## config.mk

```make
export PLATFORM = sky130hd
export DESIGN_NAME = cgsc_status_ctrl
export DESIGN_NICKNAME = d
export VERILOG_FILES = /design/src/cgsc_pkg.sv /design/src/cgsc_sync.sv /design/src/cgsc_status_ctrl.sv
export SDC_FILE = /design/constraint.sdc
export NUM_CORES = 1
export LEC_CHECK = 0
export BUFFER_PORTS_ARGS = -buffer_cell sky130_fd_sc_hd__buf_4
export CAP_MARGIN = 0
export CELL_PAD_IN_SITES_DETAIL_PLACEMENT = 0
export CELL_PAD_IN_SITES_GLOBAL_PLACEMENT = 2
export CORE_MARGIN = 3
export CORE_UTILIZATION = 30
export CTS_BUF_LIST = sky130_fd_sc_hd__clkbuf_8
export CTS_CLUSTER_DIAMETER = 60
export DETAILED_ROUTE_END_ITERATION = 7
export PLACE_DENSITY = 0.95
export SYNTH_ARGS = -nofsm -noshare
export SYNTH_HDL_FRONTEND = slang
export SYNTH_SLANG_ARGS = --single-unit
```

## constraint.sdc

```tcl
create_clock -name core_clk -period 2.9 [get_ports core_clk]
set_input_delay 0.29 -clock core_clk [delete_from_list [all_inputs] [get_ports core_clk]]
set_output_delay 0.29 -clock core_clk [all_outputs]
set_load 0.01 [all_outputs]
```

## src/cgsc_pkg.sv

```systemverilog
package cgsc_pkg;
    // register byte addresses (word aligned)
    localparam logic [7:0] ADDR_STATUS_CTRL = 8'h00;
    localparam logic [7:0] ADDR_CONTROL = 8'h04;
    localparam logic [7:0] ADDR_IRQ_STATUS = 8'h08;
    localparam logic [7:0] ADDR_IRQ_MASK = 8'h0C;
    // status/control field positions
    localparam int BIT_LOSS_OF_LOCK = 7;
    localparam int BIT_LOCKED = 6;
    localparam int BIT_LOOP_SRC = 5;
    localparam int BIT_REF_SRC = 4;
    localparam int BIT_MODE_HI = 3;
    localparam int BIT_MODE_LO = 2;
    localparam int BIT_OSC_READY = 1;
    localparam int BIT_FINE_TRIM = 0;
    // control register field positions
    localparam int BIT_LOL_IRQ_EN = 0;
    localparam logic [7:0] STATUS_CTRL_RESET = 8'h00;
    localparam logic [7:0] CONTROL_RESET = 8'h00;
    // clock mode encodings
    localparam logic [1:0] MODE_FLL = 2'h0;
    localparam logic [1:0] MODE_INTERNAL = 2'h1;
    localparam logic [1:0] MODE_EXTERNAL = 2'h2;
    localparam logic [1:0] MODE_PLL = 2'h3;
    // irq status bit: loss of lock event
    localparam int IRQ_BIT_LOL = 0;
    // timing
    localparam int CLOCK_HZ = 20000000;
    localparam int SYNC_STAGES = 2;
    localparam int OSC_STARTUP_CYCLES = 4096;

    // generator-side configuration, as seen by this block
    typedef struct packed {
        logic referenceSelect;
        logic loopSelect;
        logic [2:0] referenceDivider;
        logic [7:0] trim;
        logic [3:0] vcoDivider;
        logic [1:0] clockSelect;
        logic oscillatorRequest;
        logic externalRefEnable;
        logic lowPower;
    } cgsc_cfg_t;

    // analog loop and mode state reported in
    typedef struct packed {
        logic fllEnabled;
        logic pllEnabled;
        logic loopLocked;
        logic stopEntry;
        logic oscClockTick;
    } cgsc_hw_t;
endpackage : cgsc_pkg

```

## src/cgsc_sync.sv

```systemverilog
`timescale 1ns/1ps
module cgsc_sync #(
    parameter int WIDTH = 1,
    parameter int STAGES = 2
) (
    // clock and reset
    input wire logic core_clk,
    input wire logic rst,
    // data
    input wire logic [WIDTH-1:0] din,
    output logic [WIDTH-1:0] dout
);
    logic [WIDTH-1:0] chain [STAGES];

    // first stage feeds only the next stage
    always_ff @(posedge core_clk)
    begin
        if (rst)
        begin
            for (int i = 0; i < STAGES; i++)
            begin
                chain[i] <= '0;
            end
        end
        else
        begin
            chain[0] <= din;
            for (int i = 1; i < STAGES; i++)
            begin
                chain[i] <= chain[i-1];
            end
        end
    end

    assign dout = chain[STAGES-1];
endmodule : cgsc_sync

```

## src/cgsc_status_ctrl.sv

```systemverilog
// Design decisions made here: the register addresses and register access over Wishbone.
`timescale 1ns/1ps
module cgsc_status_ctrl #(
    parameter int OSC_STARTUP = cgsc_pkg::OSC_STARTUP_CYCLES
) (
    // clock and reset
    input wire logic core_clk,
    input wire logic rst,
    // wishbone slave
    input wire logic cyc_i,
    input wire logic stb_i,
    input wire logic we_i,
    input wire logic [7:0] adr_i,
    input wire logic [3:0] sel_i,
    input wire logic [31:0] dat_i,
    output logic [31:0] dat_o,
    output logic ack_o,
    output logic err_o,
    // generator configuration and hardware state
    input wire cgsc_pkg::cgsc_cfg_t cfg,
    input wire cgsc_pkg::cgsc_hw_t hw,
    // outputs
    output logic fineTrim,
    output logic lockDetectEnable,
    output logic irq
);
    typedef enum logic [2:0] {
        CGSC_IDLE = 3'b001,
        CGSC_COUNT = 3'b010,
        CGSC_READY = 3'b100
    } cgsc_osc_t;

    function automatic logic cgscIsInternalMode(input logic [1:0] mode, input logic refInt,
        input logic pll);
        cgscIsInternalMode = refInt && !pll &&
            (mode == cgsc_pkg::MODE_FLL || mode == cgsc_pkg::MODE_INTERNAL);
    endfunction : cgscIsInternalMode

    function automatic logic cgscIsPllMode(input logic [1:0] mode, input logic pll);
        cgscIsPllMode = pll && (mode == cgsc_pkg::MODE_PLL || mode == cgsc_pkg::MODE_EXTERNAL);
    endfunction : cgscIsPllMode

    logic lossOfLock;
    logic locked;
    logic control;
    logic irqStatus;
    logic irqMask;
    logic [31:0] readData;
    logic ackQ;
    logic errQ;
    cgsc_pkg::cgsc_cfg_t cfgQ;
    logic lowPowerBypassQ;
    cgsc_osc_t oscState;
    cgsc_osc_t next_oscState;
    logic [12:0] oscCount;
    logic [3:0] syncIn;
    logic [3:0] syncOut;

    // bus decode
    wire request = cyc_i && stb_i && !ackQ && !errQ;
    wire hitStatus = adr_i == cgsc_pkg::ADDR_STATUS_CTRL;
    wire hitControl = adr_i == cgsc_pkg::ADDR_CONTROL;
    wire hitIrqStatus = adr_i == cgsc_pkg::ADDR_IRQ_STATUS;
    wire hitIrqMask = adr_i == cgsc_pkg::ADDR_IRQ_MASK;
    wire mapped = hitStatus || hitControl || hitIrqStatus || hitIrqMask;
    wire writeLane0 = request && we_i && sel_i[0];
    wire writeStatus = writeLane0 && hitStatus;
    wire writeControl = writeLane0 && hitControl;
    wire writeIrqStatus = writeLane0 && hitIrqStatus;
    wire writeIrqMask = writeLane0 && hitIrqMask;

    assign syncIn = {cfg.loopSelect, cfg.referenceSelect, cfg.clockSelect};
    cgsc_sync #(
        .WIDTH(4),
        .STAGES(cgsc_pkg::SYNC_STAGES)
    ) u_sync (
        .core_clk(core_clk),
        .rst(rst),
        .din(syncIn),
        .dout(syncOut)
    );
    wire loopSrc = syncOut[3];
    wire refSrc = syncOut[2];
    wire [1:0] modeStatus = syncOut[1:0];

    // detection off with both loops off
    assign lockDetectEnable = hw.fllEnabled || hw.pllEnabled;

    // low-power bypass: bypass select with lp set
    wire lowPowerBypass = cfg.lowPower &&
        (modeStatus == cgsc_pkg::MODE_INTERNAL || modeStatus == cgsc_pkg::MODE_EXTERNAL);

    wire cfgChange = (cfg.referenceSelect != cfgQ.referenceSelect) ||
        (cfg.loopSelect != cfgQ.loopSelect) ||
        (cfg.referenceDivider != cfgQ.referenceDivider) ||
        ((cfg.trim != cfgQ.trim || fineTrim != cfgQ.lowPower) &&
        cgscIsInternalMode(modeStatus, refSrc, loopSrc)) ||
        ((cfg.vcoDivider != cfgQ.vcoDivider) && cgscIsPllMode(modeStatus, loopSrc));

    wire lockDrop = cfgChange || hw.stopEntry || (lowPowerBypass && !lowPowerBypassQ);
    wire lockHold = lowPowerBypass || !lockDetectEnable;

    // loss only after lock was held
    wire lossEvent = lockDetectEnable && locked && !hw.loopLocked && !lockDrop;

    wire extUsed = cfg.externalRefEnable || !cgscIsInternalMode(modeStatus, refSrc, loopSrc);
    wire oscClear = !cfg.oscillatorRequest ||
        (cgscIsInternalMode(modeStatus, refSrc, loopSrc) && !cfg.externalRefEnable);

    always_comb
    begin
        next_oscState = oscState;
        case (oscState)
            CGSC_IDLE:
            begin
                if (cfg.oscillatorRequest && extUsed)
                begin
                    next_oscState = CGSC_COUNT;
                end
            end
            CGSC_COUNT:
            begin
                if (oscClear)
                begin
                    next_oscState = CGSC_IDLE;
                end
                else if (oscCount == 13'(OSC_STARTUP - 1) && hw.oscClockTick)
                begin
                    next_oscState = CGSC_READY;
                end
            end
            CGSC_READY:
            begin
                if (oscClear)
                begin
                    next_oscState = CGSC_IDLE;
                end
            end
            default:
            begin
                next_oscState = CGSC_IDLE;
            end
        endcase
    end

    always_ff @(posedge core_clk)
    begin
        if (rst)
        begin
            oscState <= CGSC_IDLE;
            oscCount <= 13'h0000;
        end
        else
        begin
            oscState <= next_oscState;
            // start-up cycles counted on oscillator ticks
            if (oscState != CGSC_COUNT)
            begin
                oscCount <= 13'h0000;
            end
            else if (hw.oscClockTick)
            begin
                oscCount <= oscCount + 13'h0001;
            end
        end
    end

    always_ff @(posedge core_clk)
    begin
        if (rst)
        begin
            locked <= 1'b0;
            cfgQ <= '0;
            lowPowerBypassQ <= 1'b0;
        end
        else
        begin
            cfgQ <= cfg;
            cfgQ.lowPower <= fineTrim;
            lowPowerBypassQ <= lowPowerBypass;
            if (lockDrop || lockHold)
            begin
                locked <= 1'b0;
            end
            else
            begin
                locked <= hw.loopLocked;
            end
        end
    end

    always_ff @(posedge core_clk)
    begin
        if (rst)
        begin
            lossOfLock <= cgsc_pkg::STATUS_CTRL_RESET[cgsc_pkg::BIT_LOSS_OF_LOCK];
            fineTrim <= cgsc_pkg::STATUS_CTRL_RESET[cgsc_pkg::BIT_FINE_TRIM];
            control <= cgsc_pkg::CONTROL_RESET[cgsc_pkg::BIT_LOL_IRQ_EN];
            irqStatus <= 1'b0;
            irqMask <= 1'b0;
        end
        else
        begin
            if (lossEvent)
            begin
                lossOfLock <= 1'b1;
            end
            else if (writeStatus && dat_i[cgsc_pkg::BIT_LOSS_OF_LOCK])
            begin
                lossOfLock <= 1'b0;
            end
            if (writeStatus)
            begin
                fineTrim <= dat_i[cgsc_pkg::BIT_FINE_TRIM];
            end
            if (writeControl)
            begin
                control <= dat_i[cgsc_pkg::BIT_LOL_IRQ_EN];
            end
            if (lossEvent)
            begin
                irqStatus <= 1'b1;
            end
            else if (writeIrqStatus && dat_i[cgsc_pkg::IRQ_BIT_LOL])
            begin
                irqStatus <= 1'b0;
            end
            if (writeIrqMask)
            begin
                irqMask <= dat_i[cgsc_pkg::IRQ_BIT_LOL];
            end
        end
    end

    // enable acts only with flag set
    assign irq = (lossOfLock && control) || (irqStatus && irqMask);

    wire [7:0] statusByte = {lossOfLock, locked, loopSrc, refSrc, modeStatus,
        oscState == CGSC_READY, fineTrim};
    assign readData = hitStatus ? {24'h000000, statusByte} :
        hitControl ? {31'h00000000, control} :
        hitIrqStatus ? {31'h00000000, irqStatus} :
        hitIrqMask ? {31'h00000000, irqMask} : 32'h00000000;

    // one-cycle answer, error for unmapped addresses
    always_ff @(posedge core_clk)
    begin
        if (rst)
        begin
            ackQ <= 1'b0;
            errQ <= 1'b0;
            dat_o <= 32'h00000000;
        end
        else
        begin
            ackQ <= request && mapped;
            errQ <= request && !mapped;
            dat_o <= (request && !we_i) ? readData : 32'h00000000;
        end
    end

    assign ack_o = ackQ;
    assign err_o = errQ;
endmodule : cgsc_status_ctrl

```

Word level (Yosys, flattened, before mapping)

Memories as Yosys holds them, arrays and structs flattened.
Cells that the tools add are included.

Output and inout port bits: 37
Bits in registers: 75
Memories kept: 1
Bits in writable memories: 8
Bits of input ports: 76
Word-level logic and storage cells: 131

Reduce and logical (&&, ||, !) cells: 69
Add/sub/neg operators: 1
Mux-type cells: 18
Bitwise gates (word level): 3
Equal/unequal tests: 20

Memory list:

| name         | words | bits a word | read ports | clocked after Yosys merged registers in | write ports | RTL line        | text |
|---|---|---|---|---|---|---|---|
| u_sync.chain | 2     | 4           | 2          | 0                                       | 2           | cgsc_sync.sv:13 | `logic [WIDTH-1:0] chain [STAGES];` |

Operators by type and width:

| operator                                              | number |
|---|---|
| logical AND 1 bit                                     | 29 |
| logical OR 1 bit                                      | 19 |
| equality test 8 x 4 -> 1 bit, second input constant   | 2 |
| adder 13 x 1 -> 13 bit, second input constant         | 1 |
| equality test 13 x 12 -> 1 bit, second input constant | 1 |
| logical NOT 1 bit                                     | 12 |
| two-way mux 3 bit                                     | 4 |
| two-way mux 1 bit                                     | 10 |
| one-hot mux 3 bit (3 select lines)                    | 1 |
| equality test 8 x 3 -> 1 bit, second input constant   | 1 |
| logical NOT 8 bit                                     | 1 |
| two-way mux 4 bit                                     | 2 |
| two-way mux 8 bit                                     | 1 |
| inequality test 8 bit                                 | 1 |
| OR reduction 2 bit                                    | 3 |
| OR reduction 5 bit                                    | 1 |
| equality test 2 bit, second input constant            | 2 |
| inequality test 2 bit, second input constant          | 2 |
| inequality test 4 bit                                 | 1 |
| nonzero test 2 bit                                    | 2 |
| equality test 3 x 1 -> 1 bit, second input constant   | 1 |
| equality test 3 x 2 -> 1 bit, second input constant   | 1 |
| equality test 3 bit, second input constant            | 1 |
| inequality test 1 bit                                 | 3 |
| 8 further kinds                                       | 9 |

Longest topological paths before layout

Gate-level depths: netlist of run 1.
An unclocked memory read counts as a cell.

Depth in word-level cells: 12
Mapped depth: 6
Mapped depth without buffers: 6

Cells and area by module

Synthesis of run 1 repeated with hierarchy kept, for this count alone.

Cell total of the unflattened synthesis: 264
Area, all modules: 2558.7 um^2

Modules (own cells, without submodules):

| module           | area each (um^2) | cells each | instances |
|---|---|---|---|
| cgsc_status_ctrl | 2318.5           | 244        | 1 |
| cgsc_sync        | 240.2            | 20         | 1 |

Worst setup path after synthesis of run 1

No wires, ideal clock.

Kind: register to register
Start: reg ackQ, in the netlist ack_o
End: reg irqStatus
Stages on the path, launching flop included: 5
Path slack: 1.054 ns
Data arrival time: 1.720 ns
Buffers on the path: 0
Library setup time: 0.126 ns
Period minus slack after synthesis: 1.846 ns
Path through: dfxtp_1 > or4bb_4 > or4_4 > o311ai_2 > o21ai_1

Longest elaborated chain between the ends: 8

RTL lines:

| what                           | RTL line                | text |
|---|---|---|
| start, declared                | cgsc_status_ctrl.sv:49  | `logic ackQ;` |
| start signal, assigned         | cgsc_status_ctrl.sv:256 | `ackQ <= request && mapped;` |
| logical NOT 1 bit              | cgsc_status_ctrl.sv:60  | `wire request = cyc_i && stb_i && !ackQ && !errQ;` |
| logical AND 1 bit (2 in a row) | cgsc_status_ctrl.sv:60  |  |
| logical AND 1 bit (2 in a row) | cgsc_status_ctrl.sv:66  | `wire writeLane0 = request && we_i && sel_i[0];` |
| logical AND 1 bit              | cgsc_status_ctrl.sv:69  | `wire writeIrqStatus = writeLane0 && hitIrqStatus;` |
| logical AND 1 bit              | cgsc_status_ctrl.sv:224 | `else if (writeIrqStatus && dat_i[cgsc_pkg::IRQ_BIT_LOL])` |
| nonzero test 2 bit (no line)   | -                       |  |
| end signal, assigned           | cgsc_status_ctrl.sv:199 | `irqStatus <= 1'b0;` |
| end signal, assigned           | cgsc_status_ctrl.sv:222 | `irqStatus <= 1'b1;` |
| end signal, assigned           | cgsc_status_ctrl.sv:226 | `irqStatus <= 1'b0;` |
| end, declared                  | cgsc_status_ctrl.sv:46  | `logic irqStatus;` |

Every way passes these cells.
A chain may end at the register's enable or synchronous reset.

Worst setup path in the final report of run 1

Same ends and word-level chain as after synthesis.

==> results of run 1 <==
-- cells by family after synthesis --
group / count (synthesis)
AOI/OAI and AO/OA: 27
xor gates and xnor gates: 27
adders and majority gates: 5
buffers and inverters: 35
DFF: 57
muxes: 2
other: 1
and+or+nand+nor: 100
-- power groups by stage --
stage	sequential [W]	clock (W)	combinational, W
floorplan	0.000829	0	0.0000980
global placement	0.000830	0	0.000135
detailed placement	0.000831	0	0.000137
CTS	0.000814	0.000771	0.000138
global route	0.000815	0.000812	0.000151
finish	0.000813	0.000742	0.000136
-- state kept, by name, indices dropped and copies added (netlist names) --
| signal | flops |
|---|---|
| irqMask | 1 |
| locked | 1 |
| oscCount | 13 |
| ack_o | 1 |
| fineTrim | 1 |
| oscState | 3 |
| err_o | 1 |
| lossOfLock | 1 |
| irqStatus | 1 |
| dat_o | 8 |
| u_sync.chain | 8 |
| cfgQ | 16 |
| control | 1 |
| lowPowerBypassQ | 1 |
-- per-stage QoR --
| stage | cells | util [%] | worst slack, ps |
|---|---|---|---|
| after floorplan | 277 | - | 1050 |
| after global placement | 403 | 36.8 | 890 |
| after detailed placement | 403 | 36.8 | 890 |
| after CTS | 419 | 39.4 | 998 |
| after global routing | 419 | 39.4 | 899 |
| final | 419 | 39.4 | 1010 |
-- worst max-delay path, cell delays in order, from the launching register on --
cell and delay, ps:
dfxtp_1 310, or4bb_4 560, or4_4 540, o311ai_2 260, o21ai_1 90
-- final cells by class --
type	instances	area, sq um	share of cell area (%)
Multi-Input combinational cell	185	1200	38.8
Tap cell	102	128	4.10
Clock buffer	12	165	5.31
Inverter	4	15.0	0.483
Timing Repair Buffer	55	413	13.3
Sequential cell	57	1140	36.7
Clock inverter	4	42.5	1.37
-- worst paths after layout --
check / slack [ps] / end
max: 1010 / irqStatus$_SDFFE_PP0P_
min: 170 / u_sync.chain[0][0]$_SDFF_PP0_
max reg2reg: 1010 / irqStatus$_SDFFE_PP0P_
min reg2reg: 430 / u_sync.chain[0][4]$_SDFF_PP0_
-- cells in the mapped netlist (3+ instances only) --
cell      number
nor4_1         3
o211ai_1       3
clkbuf_1       7
nand2_1       10
xnor2_1       10
inv_1          4
nor3_1         6
o21ai_0        7
and4_1         3
and2_1         6
buf_4         24
nor2_1        15
nand2b_1       4
nor2b_1       24
ha_1           5
a21oi_1        6
xor2_1        17
nand4_1        6
dfxtp_1       57
nand3_1        5
-- per-layer routing --
layer	vias up	wire [um]
met5	-	0
met4	0	60
met3	6	334
met2	53	2350
met1	816	2100
li1	930	-
==> results.toml, run 1 <==
[floorplanning]
rows = 32
initial_utilization_pct = 31.5
die_width_um = 96.9
dieArea_sq_mm = 0.00940
ios = 113
core_area_sq_mm = 0.00789
fp.dieH_um = 96.9

[detailed_routing]
drt-pass1-iter-count = 4
vias = 1805
wl_per_cell_um = 11.6
dr.first_iter.drc_count = 25
avgViaCountPerCell = 4.31
drt_wl_total_um = 4850
drcViolationCount = 0
postRouteAntennaNets = 0

[power]
p_clk_share_pct = 43.9
p_int_w = 0.00133
power.density_mw_per_mm2 = 544
p_leak_nw = 1.29
p_total_w = 0.00169
combinationalPowerShare_pct = 8.0
vdd_drop_max_uv = 248
p_sw_w = 0.000358
seqPwrFrac_pct = 48.1
switching_share_pct = 21.2

[sta]
period_minus_slack_ps = 1890
timing.final.crit_share_pct = 65.0
hold_violations = 0
drv_slew = 0
grt_setup_unrepaired = "false"
worst_pin_slew_ps = 529
fin_hold_ws_ps = 171
setup_viol = 0
clock_skew_ps = 7.81
maxSlewHeadroom_pct = 64.4
max_freq_mhz = 530
fin_tns_setup_ps = 0

[logic_synthesis]
syn-instance-count = 254
synth_edf_count = 0
synth-compound-area-share_pct = 7.46
yosys_warnings = 0
ys.flop_type = "dfxtp_1"
syn_area_sq_mm = 0.00248
synth.distinct_cells = 44
synthSimpleGateAreaFrac_pct = 24.1
avgSynthCellArea_sq_um = 9.77
ys_seq_elements = 57
synthMuxAreaShare_pct = 1.31
yosys.area.top_type_share_pct = 46.0
yosysTopAreaCell = "dfxtp_1"
ys_async_sr_fraction_pct = 0
synthTopCellsByArea = "dfxtp_1 46%, buf_4 7.3%, nor2b_1 6.1%"
synth_top_family_by_area = "simple AND/OR/NAND/NOR gates"
yosysSeqAreaShare_pct = 46.0
synthAdderAreaFrac_pct = 2.52
synth-xor-area-share_pct = 9.53

[final_layout]
mostFrequentLayoutCell = "dfxtp_1"
diodes = 0
nFillCells = 809
design_area_sq_mm = 0.00311
syn2layout_area_growth_pct = 25.3
drive_gt1_share_pct = 24.9
final_nets = 393
final_cell_mix = "57 x dfxtp_1, 55 x buf_4, 24 x nor2b_1, 24 x conb_1, 17 x xor2_1"

[run_status]
status = "complete, no violations"

[grt]
overflow = 0
met3_usage_pct = 5.26
grtUsageMet2_pct = 16.9
grt_use_met1_pct = 12.6
grt_pass1_vias = 1707
grt_pass1_wl_um = 7910
grt_util_all_layers_pct = 10.6
antenna_found_initial = 0
grt-busiest-layer = "met2"
grt_max_degree = 33

[clock_network]
cts_tree = "done"
worstSkewPairLatency_ps = 330
cts-buffers-inserted = 9
cts_buffer_depth = 2
cts.reportedPaths.clkPinSlew_ps = 60
cts.sink_count = 57
htreeDepth = 3
cts_resized = 0
cts_hold_buf = 0
clockRootBuffer = "clkbuf_8"
cts_setup_buffers = 0

[critical_path]
cp.arrival_ps = 2090
startpoint = "ack_o$_SDFF_PP0_"
endpoint_kind = "flip-flop"
worstSetupPathType = "flip-flop to flip-flop"
cp.required_ps = 3110
r2r_cells = 4
r2r-start = "ack_o$_SDFF_PP0_"
critPathMaxFanout = 5
critPathLaunchType = "flip-flop"

[place]
dpl.hpwl_um = 3700
gp_congestion = 0.818
io_buffers = 55
placed_cell_area_sq_mm = 0.00290

[hold_path]
hold_path.class = "input pin to flip-flop"
holdCritStartpoint = "cfg[3]"
whs_path_depth = 2

[job]
maxCapViolCount = 0
Power figures use the tool's default switching activity.
==> inputs of run 2 (changes only) <==
--- a/config.mk
+++ b/config.mk
@@ -10,11 +10,11 @@
 export CELL_PAD_IN_SITES_DETAIL_PLACEMENT = 0
 export CELL_PAD_IN_SITES_GLOBAL_PLACEMENT = 2
 export CORE_MARGIN = 3
-export CORE_UTILIZATION = 30
+export CORE_UTILIZATION = 28
 export CTS_BUF_LIST = sky130_fd_sc_hd__clkbuf_8
 export CTS_CLUSTER_DIAMETER = 60
 export DETAILED_ROUTE_END_ITERATION = 7
-export PLACE_DENSITY = 0.95
+export PLACE_DENSITY = 0.9
 export SYNTH_ARGS = -nofsm -noshare
 export SYNTH_HDL_FRONTEND = slang
 export SYNTH_SLANG_ARGS = --single-unit
==> constraint.sdc (replaced) <==
create_clock -name core_clk -period 1.8 [get_ports core_clk]
set_input_delay 0.18 -clock core_clk [delete_from_list [all_inputs] [get_ports core_clk]]
set_output_delay 0.18 -clock core_clk [all_outputs]
set_load 0.01 [all_outputs]
==> run 2 against run 1 <==
Clock power up 50%. Hold slack lost 100 ps. Sequential cell count is the same. Routed wire length increased by 4.9%. Critical path type unchanged. Largest power group unchanged.
==> results.toml, run 2 (synthesis gave the netlist of run 1 again) <==
[run_status]
status = "complete, no violations"

[critical_path]
crit_chain = "or4bb_4 > or4_4 > o311ai_2 > o21ai_1"
r2r_cells = 4
r2r-start = "ack_o$_SDFF_PP0_"
endpoint_kind = "flip-flop"
cp.required_ps = 2000
critPathLaunchType = "flip-flop"
reg2reg_slack_ps = 5
cp.depth = 4
worstPathBufferInverterCount = 0
cp.arrival_ps = 2000
r2r-end = "irqStatus$_SDFFE_PP0P_"
startpoint = "ack_o$_SDFF_PP0_"
critPathMaxFanout = 5
cp_top_family = "simple AND/OR/NAND/NOR gates"
max_stage_delay_ps = 530
crit_end = "irqStatus$_SDFFE_PP0P_"
worstSetupPathType = "flip-flop to flip-flop"
slowest_stage = "or4bb_4"

[detailed_routing]
vias = 1847
drt-pass1-iter-count = 4
drcViolationCount = 0
dr.first_iter.drc_count = 32
postRouteAntennaNets = 0
drt_wl_total_um = 5080
avgViaCountPerCell = 4.27
wl_per_cell_um = 11.7

[final_layout]
instances_no_fill = 433
diodes = 0
final_nets = 404
syn2layout_area_growth_pct = 29.6
utilization_pct = 38.2
mostFrequentLayoutCell = "buf_4"
largest_register_ffs = 16
regMostFlops = "cfgQ"
drive_gt1_share_pct = 29.6
final_cell_mix = "65 x buf_4, 56 x dfxtp_1, 24 x nor2b_1, 24 x conb_1, 17 x xor2_1"
nFillCells = 892
reg_top3 = "cfgQ: 16 flops, oscCount: 13 flops"
design_area_sq_mm = 0.00322

[clock_network]
cts.sink_count = 57
worstSkewPairLatency_ps = 320
cts_hold_buf = 0
cts_tree = "done"
clockRootBuffer = "clkbuf_8"
cts.reportedPaths.clkPinSlew_ps = 60
cts_buffer_depth = 2
cts-buffers-inserted = 9
htreeDepth = 3

[sta]
fin_tns_setup_ps = 0
hold_violations = 0
worst_pin_slew_ps = 529
fin_hold_ws_ps = 65.8
grt_setup_unrepaired = "true"
period_minus_slack_ps = 1790
timing.final.crit_share_pct = 99.7
max_freq_mhz = 557
maxSlewHeadroom_pct = 64.6
drv_slew = 0
clock_skew_ps = 6.34
setup_viol = 0

[power]
p_clk_share_pct = 41.9
power.density_mw_per_mm2 = 822
p_int_w = 0.00205
vdd_drop_max_uv = 309
switching_share_pct = 22.4
combinationalPowerShare_pct = 8.5
seqPwrFrac_pct = 49.6
p_sw_w = 0.000591
p_leak_nw = 1.34

[grt]
grt_util_all_layers_pct = 10.5
grt_max_degree = 33
antenna_found_initial = 0
grt_pass1_wl_um = 8150
grt_pass1_vias = 1773
overflow = 0

[floorplanning]
dieArea_sq_mm = 0.0100
ios = 113
initial_utilization_pct = 29.5
fp.dieH_um = 100
core_area_sq_mm = 0.00842
die_width_um = 100
rows = 33

[hold_path]
hold_path.class = "input pin to flip-flop"

[place]
io_buffers = 55
placed_cell_area_sq_mm = 0.00297
dpl.hpwl_um = 3820
gp_congestion = 0.795
dpl.cell_count = 415

[job]
maxCapViolCount = 0
-- run 2: area by class of cell --
type,count,area (sq um),area share (%)
multi-input combinational,185,1230,38.4
timing repair buffer,66,499,15.5
sequential,57,1140,35.5
clock inverter,3,13.8,0.428
clock buffer,13,179,5.56
tap,105,131,4.09
inverter,4,15.0,0.467
-- run 2: metal layers --
metal | global-route usage (%) | up-vias | routed length [um]
met3 | 4.79 | 4 | 332
met2 | 16.9 | 52 | 2460
met5 | 0 | - | 0
met4 | 3.42 | 0 | 57
met1 | 12.5 | 833 | 2230
li1 | - | 958 | -
-- run 2: timing repair --
| action | CTS | global route |
|---|---|---|
| gates resized for setup | 0 | 8 |
| cloned | 0 | 0 |
| endpoints found under the setup margin | 1 | 12 |
| setup buffers | 0 | 2 |
| endpoints found under the hold margin | 0 | 0 |
| pin swaps | 0 | 1 |
-- run 2: power by group through the flow --
| stage | Clock [W] | Sequential (W) | Combinational [W] |
|---|---|---|---|
| after global placement | 0 | 0.00134 | 0.000222 |
| after floorplan | 0 | 0.00134 | 0.000158 |
| final | 0.00111 | 0.00131 | 0.000225 |
| after CTS | 0.00116 | 0.00131 | 0.000226 |
| after detailed placement | 0 | 0.00134 | 0.000225 |
| after global routing | 0.00122 | 0.00131 | 0.000253 |
-- run 2: how the worst min path moves through the flow --
stage,start,cells after the start,to,slack [ps]
after floorplan,rst,1,ack_o$_SDFF_PP0_,260
after global placement,cfg[3],2,u_sync.chain[0][0]$_SDFF_PP0_,400
after detailed placement,cfg[4],2,u_sync.chain[0][1]$_SDFF_PP0_,400
after CTS,cfg[3],2,u_sync.chain[0][0]$_SDFF_PP0_,50
after global routing,cfg[3],2,u_sync.chain[0][0]$_SDFF_PP0_,50
final,cfg[3],2,u_sync.chain[0][0]$_SDFF_PP0_,70
-- run 2: metrics by stage --
stage	total power [W]	setup WS, ps
floorplan	0.00149	19.7
global placement	0.00156	-67.7
detailed placement	0.00156	-75.7
CTS	0.00269	-1.20
global route	0.00279	-54.0
finish	0.00264	5.08
